<file path="src/rtl/capreg_pkg.sv">
package capreg_pkg;

  // Register byte offsets
  localparam logic [11:0] CAP_HDR_OFS      = 12'h040;
  localparam logic [11:0] DEV_CAP_OFS      = 12'h044;
  localparam logic [11:0] LOCK_CTL_OFS     = 12'h050;
  localparam logic [11:0] PAYLOAD_STAT_OFS = 12'h054;

  // Header dword field positions
  localparam int CAP_ID_LSB   = 0;
  localparam int NXT_PTR_LSB  = 8;
  localparam int VERSION_LSB  = 16;
  localparam int PORT_TYPE_LSB = 20;
  localparam int SLOT_BIT     = 24;
  localparam int MSG_VEC_LSB  = 25;

  // Device capabilities field positions
  localparam int MPS_LSB      = 0;
  localparam int BORROW_LSB   = 3;
  localparam int WTAG_BIT     = 5;
  localparam int FAST_LAT_LSB = 6;
  localparam int DEEP_LAT_LSB = 9;
  localparam int ATTN_BIT     = 12;

  // Lock control field position
  localparam int UNLOCK_BIT   = 0;

  // Constant and reset values
  localparam logic [7:0] CAP_ID_VAL      = 8'h10;
  localparam logic [3:0] VERSION_RST     = 4'h2;
  localparam logic [3:0] TYPE_UPSTREAM   = 4'h5;
  localparam logic [3:0] TYPE_DOWNSTREAM = 4'h6;
  localparam logic       SLOT_RST        = 1'h0;
  localparam logic [4:0] MSG_VEC_VAL     = 5'h00;
  localparam logic [2:0] MPS_RST         = 3'h4;
  localparam logic [1:0] BORROW_VAL      = 2'h0;
  localparam logic       WTAG_RST        = 1'h1;
  localparam logic [2:0] FAST_LAT_VAL    = 3'h0;
  localparam logic [2:0] DEEP_LAT_VAL    = 3'h0;
  localparam logic       ATTN_VAL        = 1'h0;
  localparam logic       UNLOCK_RST      = 1'h0;

  // Payload size decode
  localparam int          PAYLOAD_W     = 13;
  localparam logic [12:0] PAYLOAD_128   = 13'h0080;

  // Strap capture: sample after this many edges past reset release
  localparam logic [1:0]  STRAP_SETTLE  = 2'h2;

endpackage : capreg_pkg

</file>
<file path="src/rtl/capreg_if.sv">
`timescale 1ns/1ps
`default_nettype none

interface capreg_if;
  import capreg_pkg::*;
  logic [2:0]           code;
  logic [PAYLOAD_W-1:0] bytes;
  modport src (output code, input bytes);
  modport dec (input code, output bytes);
endinterface : capreg_if

`default_nettype wire

</file>
<file path="src/rtl/payload_decode.sv">
`timescale 1ns/1ps
`default_nettype none

module payload_decode
  import capreg_pkg::*;
(
  input  wire logic pclk,
  input  wire logic presetn,
  capreg_if.dec     dp
);

  typedef struct packed {
    logic [PAYLOAD_W-1:0] bytes;
  } dec_state_t;

  dec_state_t q;
  dec_state_t d;

  function automatic logic [PAYLOAD_W-1:0] code_to_bytes(input logic [2:0] c);
    if (c > 3'h5) begin
      return PAYLOAD_128;
    end
    return PAYLOAD_W'(PAYLOAD_128 << c);
  endfunction : code_to_bytes

  always_comb begin
    d       = q;
    d.bytes = code_to_bytes(dp.code);
  end

  always_ff @(posedge pclk or negedge presetn) begin
    if (!presetn) begin
      q.bytes <= PAYLOAD_128;
    end else begin
      q <= d;
    end
  end

  assign dp.bytes = q.bytes;
endmodule : payload_decode

`default_nettype wire

</file>
<file path="src/rtl/pcie_capability_header_regs.sv">
// What this block does
// - Header bits 7:0 read 0x10.
// - Header bits 15:8 hold next pointer, lockable.
// - Header bits 19:16 version, lockable, resets 0x2.
// - Port type reads 0x5 upstream, 0x6 downstream.
// - Slot bit lockable, zero by default, zero upstream.
// - Message number bits 29:25 read zero.
// - Codes 0x6 and 0x7 act as 128 bytes.
// - Wide tag bit 5 lockable, default one.
// - Fast idle latency bits 8:6 read zero.
// - Deep idle latency bits 11:9 read zero.
// - Attention button bit 12 reads zero.
`timescale 1ns/1ps
`default_nettype none

module pcie_capability_header_regs
  import capreg_pkg::*;
#(
  parameter int          ADDR_W           = 12,
  parameter logic [7:0]  NEXT_PTR_DEFAULT = 8'h00
)(
  input  wire logic                 pclk,
  input  wire logic                 presetn,
  input  wire logic                 psel,
  input  wire logic                 penable,
  input  wire logic                 pwrite,
  input  wire logic [ADDR_W-1:0]    paddr,
  input  wire logic [31:0]          pwdata,
  input  wire logic [3:0]           pstrb,
  input  wire logic [2:0]           pprot,
  output logic [31:0]               prdata,
  output logic                      pready,
  output logic                      pslverr,
  input  wire logic                 upstream_strap,
  output logic                      port_is_upstream,
  output logic                      slot_present,
  output logic                      wide_tag_en,
  output logic [PAYLOAD_W-1:0]      payload_bytes
);

  if (ADDR_W < 7 || ADDR_W > 12) begin : g_addr_check
    $error("ADDR_W must lie between 7 and 12");
  end

  //////////////////////////////////////////////////////////////////////////////
  // State

  typedef struct packed {
    logic        sync1;
    logic        sync2;
    logic [1:0]  strap_cnt;
    logic        port_up;
    logic [7:0]  next_ptr;
    logic [3:0]  version;
    logic        slot;
    logic [2:0]  mps;
    logic        wtag;
    logic        unlock;
    logic        pready;
    logic        pslverr;
    logic [31:0] prdata;
  } regs_state_t;

  regs_state_t q;
  regs_state_t d;

  capreg_if pl ();

  //////////////////////////////////////////////////////////////////////////////
  // Decoding

  function automatic logic is_reg(input logic [ADDR_W-1:0] a, input logic [11:0] ofs);
    return a[ADDR_W-1:2] == ofs[ADDR_W-1:2];
  endfunction : is_reg

  function automatic logic is_mapped(input logic [ADDR_W-1:0] a);
    return is_reg(a, CAP_HDR_OFS) || is_reg(a, DEV_CAP_OFS) ||
           is_reg(a, LOCK_CTL_OFS) || is_reg(a, PAYLOAD_STAT_OFS);
  endfunction : is_mapped

  logic [31:0] hdr_word;
  logic [31:0] dcap_word;
  logic [31:0] rd_word;
  logic        setup_ph;
  logic        wr_take;
  logic [3:0]  port_type;

  always_comb begin
    port_type = q.port_up ? TYPE_UPSTREAM : TYPE_DOWNSTREAM;
    hdr_word = 32'h0000_0000;
    hdr_word[CAP_ID_LSB +: 8]    = CAP_ID_VAL;
    hdr_word[NXT_PTR_LSB +: 8]   = q.next_ptr;
    hdr_word[VERSION_LSB +: 4]   = q.version;
    hdr_word[PORT_TYPE_LSB +: 4] = port_type;
    hdr_word[SLOT_BIT]           = q.slot;
    hdr_word[MSG_VEC_LSB +: 5]   = MSG_VEC_VAL;
    dcap_word = 32'h0000_0000;
    dcap_word[MPS_LSB +: 3]      = q.mps;
    dcap_word[BORROW_LSB +: 2]   = BORROW_VAL;
    dcap_word[WTAG_BIT]          = q.wtag;
    dcap_word[FAST_LAT_LSB +: 3] = FAST_LAT_VAL;
    dcap_word[DEEP_LAT_LSB +: 3] = DEEP_LAT_VAL;
    dcap_word[ATTN_BIT]          = ATTN_VAL;
  end

  always_comb begin
    rd_word = 32'h0000_0000;
    if (is_reg(paddr, CAP_HDR_OFS)) begin
      rd_word = hdr_word;
    end else if (is_reg(paddr, DEV_CAP_OFS)) begin
      rd_word = dcap_word;
    end else if (is_reg(paddr, LOCK_CTL_OFS)) begin
      rd_word[UNLOCK_BIT] = q.unlock;
    end else if (is_reg(paddr, PAYLOAD_STAT_OFS)) begin
      rd_word[PAYLOAD_W-1:0] = pl.bytes;
    end
  end

  assign setup_ph = psel && !penable;
  assign wr_take  = psel && penable && q.pready && pwrite;
  assign pl.code  = q.mps;

  //////////////////////////////////////////////////////////////////////////////
  // Next state

  always_comb begin
    d = q;
    // Strap passes two flops, then is caught once after reset release
    d.sync1 = upstream_strap;
    d.sync2 = q.sync1;
    if (q.strap_cnt != 2'h3) begin
      d.strap_cnt = q.strap_cnt + 2'h1;
    end
    if (q.strap_cnt == STRAP_SETTLE) begin
      d.port_up = q.sync2;
    end

    // Answer in the first access cycle, no wait states
    d.pready  = setup_ph;
    d.pslverr = setup_ph && !is_mapped(paddr);
    if (setup_ph) begin
      d.prdata = pwrite ? 32'h0000_0000 : rd_word;
    end

    // Lockable fields accept writes only while unlocked
    if (wr_take && q.unlock) begin
      if (is_reg(paddr, CAP_HDR_OFS)) begin
        if (pstrb[1]) begin
          d.next_ptr = pwdata[NXT_PTR_LSB +: 8];
        end
        if (pstrb[2]) begin
          d.version = pwdata[VERSION_LSB +: 4];
        end
        if (pstrb[3]) begin
          d.slot = pwdata[SLOT_BIT];
        end
      end
      if (is_reg(paddr, DEV_CAP_OFS) && pstrb[0]) begin
        d.mps  = pwdata[MPS_LSB +: 3];
        d.wtag = pwdata[WTAG_BIT];
      end
    end

    // Only a privileged write may open or close the lock
    if (wr_take && pprot[0] && pstrb[0] && is_reg(paddr, LOCK_CTL_OFS)) begin
      d.unlock = pwdata[UNLOCK_BIT];
    end

    // Slot has no meaning on the upstream port
    if (q.port_up) begin
      d.slot = 1'b0;
    end
  end

  //////////////////////////////////////////////////////////////////////////////
  // Registers

  always_ff @(posedge pclk or negedge presetn) begin
    if (!presetn) begin
      q.sync1     <= 1'b0;
      q.sync2     <= 1'b0;
      q.strap_cnt <= 2'h0;
      q.port_up   <= 1'b0;
      q.next_ptr  <= NEXT_PTR_DEFAULT;
      q.version   <= VERSION_RST;
      q.slot      <= SLOT_RST;
      q.mps       <= MPS_RST;
      q.wtag      <= WTAG_RST;
      q.unlock    <= UNLOCK_RST;
      q.pready    <= 1'b0;
      q.pslverr   <= 1'b0;
      q.prdata    <= 32'h0000_0000;
    end else begin
      q <= d;
    end
  end

  payload_decode u_decode (
    .pclk    (pclk),
    .presetn (presetn),
    .dp      (pl.dec)
  );

  assign prdata           = q.prdata;
  assign pready           = q.pready;
  assign pslverr          = q.pslverr;
  assign port_is_upstream = q.port_up;
  assign slot_present     = q.slot;
  assign wide_tag_en      = q.wtag;
  assign payload_bytes    = pl.bytes;
endmodule : pcie_capability_header_regs

`default_nettype wire

</file>
<file path="config.mk">
export PLATFORM = sky130hd
export DESIGN_NAME = pcie_capability_header_regs
export DESIGN_NICKNAME = d
export VERILOG_FILES = /design/src/rtl/capreg_pkg.sv /design/src/rtl/capreg_if.sv /design/src/rtl/payload_decode.sv /design/src/rtl/pcie_capability_header_regs.sv
export SDC_FILE = /design/constraint.sdc
export NUM_CORES = 1
export LEC_CHECK = 0
export ABC_AREA = 1
export BUFFER_PORTS_ARGS = -buffer_cell sky130_fd_sc_hd__buf_2
export CAP_MARGIN = 20
export CORE_MARGIN = 2
export CORE_UTILIZATION = 49
export CTS_CLUSTER_DIAMETER = 80
export DETAILED_ROUTE_END_ITERATION = 10
export PLACE_DENSITY_LB_ADDON = 0.12
export REMOVE_ABC_BUFFERS = 1
export SLEW_MARGIN = 20
export SYNTH_ARGS = -nofsm -noshare
export SYNTH_HDL_FRONTEND = slang
export SYNTH_HIERARCHICAL = 1
export SYNTH_SLANG_ARGS = --single-unit
</file>
<file path="constraint.sdc">
create_clock -name pclk -period 1.7 [get_ports pclk]
set_clock_uncertainty 0.15 [all_clocks]
set_input_delay 0.255 -clock pclk [delete_from_list [all_inputs] [get_ports pclk]]
set_output_delay 0.255 -clock pclk [all_outputs]
set_load 0.005 [all_outputs]
</file>
---- Yosys cells after proc, flatten, opt, wreduce, memory -nomap -nowiden ----
Index checks and enable logic that the tools add are counted.
operators by class
  $add $sub $neg .......................... 1
  order comparisons ....................... 1
  equality and inequality tests ........... 6
  shift operators ......................... 1
  multiplexer cells ....................... 15
  reduce and logical (&&, ||, !) cells .... 22
operators by type and width
  operator                                                            number
  13-bit 2-to-1 mux                                                   4
  10-bit by 5-bit == test with 1-bit output, second input constant    4
  32-bit 2-to-1 mux                                                   1
  25-bit 2-to-1 mux                                                   1
  8-bit by 3-bit left shift with 13-bit output, first input constant  1
  12-bit 2-to-1 mux                                                   1
  1-bit logical AND                                                   10
  3-bit AND reduction                                                 3
  2-bit nonzero test                                                  3
  1-bit 2-to-1 mux                                                    5
  5-bit 2-to-1 mux                                                    1
  4-bit 2-to-1 mux                                                    1
  3-bit > comparator, second input constant                           1
  1-bit logical OR                                                    3
  2-bit by 1-bit adder with 2-bit output, second input constant       1
  2-bit == test, second input constant                                1
  1-bit logical NOT                                                   2
  2-bit 2-to-1 mux                                                    1
  2-bit inequality test, second input constant                        1
  2-bit AND reduction                                                 1
word-level totals
  register bits ........................... 70
  bits of input ports ..................... 57
  output and inout port bits .............. 50
  word-level logic and storage cells ...... 60

---- Depth between registers and ports, before layout ----
Gate-level depths: netlist of the first run.
  depth after elaboration ................. 6
  depth in mapped cells ................... 9
  mapped depth without buffers ............ 8

---- Hierarchy ----
Netlist of the first run, hierarchy kept.
by module, submodules not included
  module                       instances  cells an instance  area an instance (µm²)  sequential area each (µm²)
  pcie_capability_header_regs  1          289                2,469.9                 1,229.9
  payload_decode               1          27                 271.5                   151.4

---- Worst setup path before layout of the first run ----
Ideal clock, no wire load.
  path kind ............................... input to register
  from .................................... in paddr[7]
  to ...................................... reg q, in the netlist hdr_word[13]
  library setup time ...................... 0.121 ns
  arrival ................................. 1.007 ns
  required time ........................... 1.429 ns
  setup slack ............................. 0.422 ns
  stages .................................. 7
  path buffers ............................ 1
  cells stage by stage .................... nor2_2 > nand3_4 > nor2_8 > nand3_4 > buf_6 > nand2_1 > o21ai_1
on the way
  word-level cells in the longest chain between the ends .. 2
RTL lines
  item                                       line                               RTL
  start, declared                            pcie_capability_header_regs.sv:27  input wire logic [ADDR_W-1:0] paddr,
  10-bit by 5-bit == test with 1-bit output  pcie_capability_header_regs.sv:73  return a[ADDR_W-1:2] == ofs[ADDR_W-1:2];
  3-bit AND reduction (no source line)       --
  end, declared                              pcie_capability_header_regs.sv:64  regs_state_t q;
No other way between the ends.
A chain may end at the register's enable or synchronous reset.

==> flow_summary_export.csv, run 1 <==
group,metric,value,unit
critical_path,required,1.79,ns
grt,grt_pass1_vias,1881,
placement,gp_congestion,0.811,
critical_path,critPathTopFamily,"buffers and inverters",
routing,vias_per_cell,4.38,
routing,drc,0,
power,power.leakage,1.81,nW
timing,fmax,623,MHz
synthesis,synth_top_family_by_area,"simple AND/OR/NAND/NOR gates",
timing,rsz0062_at_grt,"false",
power,p_sw,507,uW
synthesis,synth_ff_type,"dfrtp_1",
min_path,whs_endpoint,"hdr_word[17]$_DFFE_PN1P_",
synthesis,synth-async-reset-ratio,100,%
routing,dr.pass1.iters,4,
synthesis,synth_cells,316,
placement,hpwl,3530,um
synthesis,ys_seq_area_share,50.4,%
critical_path,arrival,1.70,ns
synthesis,ys_ff_latch,55,
clock_network,clk_pin_slew,0.09,ns
synthesis,yosys_warnings,6,
critical_path,r2r-start,"pready$_DFF_PN0_",
min_path,hold_class,"in2reg",
min_path,min_path_cells,3,
final_layout,layout_common_cells,"102 x nand2_1, 72 x buf_2, 51 x dfrtp_1",
final_layout,diodes,0,
clock_network,clock_path_buffers,2,
floorplanning,die_w,78.8,um
power,pwr-share-clk,37.4,%
clock_network,cts_tree,"yes",
floorplanning,die_h,78.8,um
grt,grt-ovfl-total,0,
critical_path,path_cells,"dlygate4sd3_1 > buf_2 > nor2_4 > inv_2 > nor2_2 > inv_2 > nor2_2 > nand2_1 > nand2_1",
critical_path,startpoint_type,"primary input",
timing,hold_violations,0,
flow_run,max-cap-violations,0,
timing,finalSetupViolations,0,
critical_path,timing.rr.end,"hdr_word[8]$_DFFE_PN0P_",
power,switching_share,21.5,%
routing,wl_per_cell,11.2,um
synthesis,synth_xor_area_share,0.319,%
timing,finalCriticalPeriod,1.60,ns
clock_network,clk_latency,0.30,ns
clock_network,cts.sinks,55,
power,power_density,758,nW/um2
critical_path,worstPathMaxFanout,4,
final_layout,final_util,57.2,%
synthesis,synthesis.area,2740,um2
final_layout,fin_area,3110,um2
grt,grt_pass1_wl,8450,um
floorplanning,start_util,50.4,%
power,combPwrFrac,6.7,%
synthesis,syn_area_per_cell,8.68,um2
routing,wl,4980,um
clock_network,root_buffer,"clkbuf_8",
final_layout,fin_nets,431,
power,p_total,2.36,mW
final_layout,final_cells,445,
timing,tns,0,ns
timing,post-route-period-util,94.4,%
outcome,outcome,"complete, no violations",
final_layout,mostFrequentLayoutCell,"nand2_1",
grt,grt_use_total,17.2,%
final_layout,nFillCells,551,
synthesis,synthDistinctLibCells,25,
grt,grt_max_degree,56,
critical_path,regToRegSetupSlack,0.36,ns
floorplanning,rows,27,
critical_path,slowest_stage,"dlygate4sd3_1",
min_path,hp-start,"pwdata[17]",
grt,grt_antenna_before_repair,0,
critical_path,worst-path-buf-inv,4,
floorplanning,coreArea,5440,um2
placement,port_buffers,72,
synthesis,yosys.area_share.simple,26.6,%
power,ir_worst_vdd,0.000333,V
critical_path,r2r_cells,7,
routing,drt_iter0_drc,116,
final_layout,drive_above_1_share,31.1,%
synthesis,synthAdderAreaFrac,0.913,%
floorplanning,dieArea,6210,um2
critical_path,worst_path_largest_cell_delay,0.53,ns
routing,drtAntennaViolNets,0,
clock_network,cts_max_level,2,
clock_network,cts-buffers-inserted,5,
critical_path,critical_path_class,"in2reg",
synthesis,synth_edf_count,0,
final_layout,area_growth,13.4,%
placement,post-place-cells,433,
routing,vias,1947,
placement,place_area,2950,um2
critical_path,end_kind,"flip-flop",
power,seqPwrFrac,55.9,%
timing,slew_viol_final,0,
floorplanning,io_pins,107,
synthesis,synth_mux_area_share,0,%
synthesis,synth_compound_gate_area_share,4.56,%
power,internal_power,1.85,mW
clock_network,cts_setup_buffers,0,
[Yosys cell counts, drive strengths merged, types with 2 or more instances]
cell type	count	area, um2
nand2	105	402
dfrtp	51	1280
buf	41	315
inv	38	143
o21ai	23	115
nor2	21	143
nand3	19	148
dfstp	4	105
nor3	4	30.0
a21oi	2	10.0
clkbuf	2	7.51
conb	2	7.51
ha	2	25.0
[metrics by stage]
| step | setup slack [ns] | hold WS, ns |
|---|---|---|
| final | 0.0954 | 0.0188 |
| after CTS | 0.0153 | 0.00908 |
| after floorplan | 0.440 | -0.191 |
| after global placement | 0.167 | 0.131 |
| after detailed placement | 0.150 | 0.128 |
| after global routing | 0.0171 | 0.0283 |
[final cells by class]
type | instances | area [um2] | area share, %
clock inverter | 2 | 35.0 | 1.13
timing repair buffer | 78 | 425 | 13.7
clock buffer | 6 | 82.6 | 2.66
tap | 72 | 90.1 | 2.90
multi-input combinational | 194 | 950 | 30.5
sequential | 55 | 1380 | 44.4
inverter | 38 | 145 | 4.67
[tightest hold or removal path, delay by kind of cell]
family	cells	cell delay [ns]
buffers and inverters	2	0.13
AO/OA/AOI/OAI	1	0.08
[state kept, by name (all words and copies together), names as in the netlist]
| register | flops |
|---|---|
| wide_tag_en | 1 |
| pslverr | 1 |
| port_is_upstream | 1 |
| pl.code | 3 |
| pready | 1 |
| d | 1 |
| q | 4 |
| hdr_word | 12 |
| u_decode/dp.bytes | 6 |
| slot_present | 1 |
| prdata | 24 |
[what timing repair did]
item | in CTS | in global routing
setup endpoints to repair | 0 | 13
hold endpoints to repair | 53 | 0
hold buffers | 3 | 0
gates resized for setup | 0 | 1
[metal layers]
layer,global-route usage [%],part of all wire [%],vias to the layer above
met2,29.0,48,55
li1,-,-,1029
met1,22.5,45,861
met3,3.86,6.2,2
met5,0,0,-
met4,4.74,0.86,0
[cell families (layout without fill, tap and decap cells)]
logic type | count (synthesis) | after routing
flops | 55 | 55
fa+ha+maj | 2 | 2
buf+inv | 81 | 124
xor+xnor | 1 | 1
other cells | 2 | 15
simple gates | 150 | 151
compound gates | 25 | 25
[power by group through the flow]
stage,logic [mW],clock network [mW],registers [mW]
final,0.158,0.883,1.32
after global routing,0.182,0.966,1.32
after CTS,0.160,0.909,1.32
after detailed placement,0.154,0,1.34
after global placement,0.154,0,1.34
after floorplan,0.0556,0,1.34
[how the worst max path moves through the flow]
stage	to	startpoint	slack (ns)	cells past startpoint
6_report	prdata[7]$_DFFE_PN0P_	penable	0.1	9
3_5_place_dp	prdata[10]$_DFFE_PN0P_	paddr[7]	0.15	8
5_1_grt	prdata[19]$_DFFE_PN0P_	penable	0.02	9
2_1_floorplan	prdata[4]$_DFFE_PN0P_	psel	0.44	8
3_3_place_gp	prdata[8]$_DFFE_PN0P_	paddr[7]	0.17	8
4_1_cts	prdata[10]$_DFFE_PN0P_	penable	0.02	9
Note: power is estimated with default switching activity, not from simulation.
==> run 2, diff against run 1 <==
Settings changed: ABC_AREA 1 to default, CORE_UTILIZATION 49 to 48, CTS_CLUSTER_SIZE from default to 28.
Clock period 1.7 ns to 1.6 ns, I/O delays scaled along.
==> run 2 against run 1 <==
  * Clock power decreased by 10%
  * Highest routed layer unchanged
  * Die area down 4.3%
  * Power up 0.17%
  * Register-to-register slack got worse by 0.32 ns
  * Sequential share of layout area is 0.20 points higher
  * Routed wire length is 0.54% lower
  * Clock-buffer cell count rose by 1
  * Largest power group unchanged
==> flow_summary_export.csv, run 2 <==
group,metric,value,unit
outcome,outcome,"complete, no violations",
grt,grt_pass1_vias,1721,
clock_network,clk_latency,0.30,ns
grt,met1_usage,23.5,%
flow_run,max-cap-violations,0,
grt,grtUsageMet2,26.9,%
clock_network,cts_max_level,2,
power,power_density,763,nW/um2
power,internal_power,1.83,mW
synthesis,synth_top_cell_by_area,"dfrtp_1",
synthesis,synth_ff_type,"dfrtp_1",
grt,grt_pass1_wl,8040,um
routing,dr.pass1.iters,4,
synthesis,ys_ff_latch,55,
grt,grt_antenna_before_repair,0,
synthesis,synthMostInstantiatedCell,"dfrtp_1",
power,p_sw,532,uW
final_layout,final_cells,355,
synthesis,synth-async-reset-ratio,100,%
grt,grt_max_degree,56,
power,power.leakage,1.66,nW
floorplanning,dieArea,5940,um2
floorplanning,io_pins,107,
placement,gp_congestion,0.813,
power,p_total,2.36,mW
synthesis,yosys-top-cells-area,"dfrtp_1 50%, buf_4 12%, mux2_2 7.9%, dfstp_2 4.1%, a22o_1 3.8%",
grt,met3_usage,3.88,%
floorplanning,start_util,49.9,%
grt,grt_use_total,17.0,%
final_layout,mostFrequentLayoutCell,"buf_2",
clock_network,cts.sinks,55,
clock_network,clk_pin_slew,0.10,ns
routing,vias_per_cell,4.83,
power,switching_share,22.5,%
timing,finalSetupViolations,0,
final_layout,top_register,"prdata",
timing,slew_viol_final,0,
synthesis,synth_top_area_share,49.8,%
synthesis,ys_seq_area_share,53.9,%
placement,place_area,2900,um2
synthesis,synthDistinctLibCells,38,
final_layout,drive_above_1_share,47.0,%
floorplanning,coreArea,5140,um2
routing,drc,0,
clock_network,clock_path_buffers,2,
floorplanning,rows,26,
clock_network,cts-buffers-inserted,5,
synthesis,synth_edf_count,0,
final_layout,largest_reg_flops,24,
floorplanning,die_w,77.1,um
placement,hpwl,3510,um
final_layout,fin_nets,343,
critical_path,end_kind,"flip-flop",
timing,rsz0062_at_grt,"true",
critical_path,arrival,1.65,ns
final_layout,fin_area,3100,um2
clock_network,cts_tree,"yes",
synthesis,synthesis.area,2560,um2
final_layout,layout_common_cells,"72 x buf_2, 51 x dfrtp_1, 21 x nand2_1",
placement,port_buffers,72,
final_layout,diodes,0,
placement,post-place-cells,343,
min_path,hold_class,"in2reg",
synthesis,syn_area_per_cell,11.8,um2
routing,vias,1715,
floorplanning,die_h,77.1,um
routing,wl,4950,um
final_layout,area_growth,20.8,%
power,ir_worst_vdd,0.000476,V
routing,drt_iter0_drc,55,
routing,drtAntennaViolNets,0,
timing,timing.hold.ws,0.0156,ns
critical_path,critical_path_class,"reg2reg",
synthesis,yosys_warnings,6,
grt,top_usage_layer,"met2",
timing,fmax,640,MHz
critical_path,worstPathMaxFanout,4,
grt,grt-ovfl-total,0,
power,seqPwrFrac,59.3,%
timing,finalCriticalPeriod,1.56,ns
critical_path,startpoint_type,"flip-flop",
synthesis,synth_cells,217,
power,combPwrFrac,7.1,%
timing,hold_violations,0,
synthesis,synthTopCellsByCount,"51 x dfrtp_1, 40 x buf_4, 21 x nand2_1",
power,pwr-share-clk,33.7,%
timing,post-route-period-util,97.7,%
routing,wl_per_cell,13.9,um
critical_path,required,1.68,ns
clock_network,root_buffer,"clkbuf_8",
-- run 2: power by group through the flow --
| stage | logic, mW | registers (mW) | clock network, mW |
|---|---|---|---|
| final | 0.167 | 1.40 | 0.795 |
| after floorplan | 0.0344 | 1.43 | 0 |
| after global routing | 0.188 | 1.40 | 0.891 |
| after CTS | 0.162 | 1.40 | 0.827 |
| after detailed placement | 0.158 | 1.43 | 0 |
| after global placement | 0.156 | 1.43 | 0 |
-- run 2: area by class of cell --
class	instances	area [um2]
Inverter	3	11.3
Timing Repair Buffer	95	578
Clock inverter	1	8.76
Fill cell	451	2040
Sequential cell	55	1380
Multi-Input combinational cell	124	942
Clock buffer	7	86.3
Tap cell	70	87.6
-- run 2: cells by family (layout without fill, tap and decap cells) --
| group | count (synthesis) | count (layout) | share of synthesized area, % |
|---|---|---|---|
| XOR/XNOR | 1 | 1 | 0.342 |
| buffers and inverters | 51 | 106 | 13.8 |
| flip-flops | 55 | 55 | 53.9 |
| adder cells (fa/ha/maj) | 2 | 2 | 0.976 |
| multiplexers | 22 | 22 | 9.47 |
| other | 2 | 15 | 0.293 |
| AO/OA/AOI/OAI | 27 | 27 | 8.15 |
| AND/OR/NAND/NOR | 57 | 57 | 13.0 |
-- run 2: final timing paths --
path | start | to | slack (ns) | cells after the start
setup / recovery | pready$_DFF_PN0_ | wide_tag_en$_DFFE_PN1P_ | 0.04 | 4
hold / removal | pwdata[13] | hdr_word[13]$_DFFE_PN0P_ | 0.02 | 2
setup reg to reg | pready$_DFF_PN0_ | wide_tag_en$_DFFE_PN1P_ | 0.04 | 4
hold reg to reg | d[55]$_DFF_PN0_ | q[55]$_DFF_PN0_ | 0.21 | 0
max in group asynchronous | presetn | wide_tag_en$_DFFE_PN1P_ | 0.71 | 3
min in group asynchronous | presetn | hdr_word[14]$_DFFE_PN0P_ | 0.30 | 3
-- run 2: timing repair --
action	4_1_cts	5_1_grt
setup endpoints to repair	16	15
hold buffers	2	1
pin swaps	3	1
cloned	0	0
gates resized for setup	6	13
hold endpoints to repair	52	1
setup buffers	0	1
-- run 2: per-layer routing --
layer  wire length [um]  share of wire [%]
met2               2280                 46
met1               2350                 47
met4                 52                1.1
met3                271                5.5
met5                  0                  0
-- run 2: stage by stage --
stage                     setup slack [ns]  TNS (ns)  utilization, %
after floorplan                   -0.00267  -0.00802               -
after global placement              -0.161     -3.84            56.4
after detailed placement            -0.179     -4.28            56.4
after CTS                           0.0144         0            58.9
after global routing               -0.0283    -0.114            60.2
final                               0.0372         0            60.2
-- run 2: worst max-delay path, cell delays in order (launching register included) --
cell and delay [ns]:
dfrtp_1 0.35, and4_4 0.23, and4b_1 0.20, and3_4 0.23, mux2_2 0.34
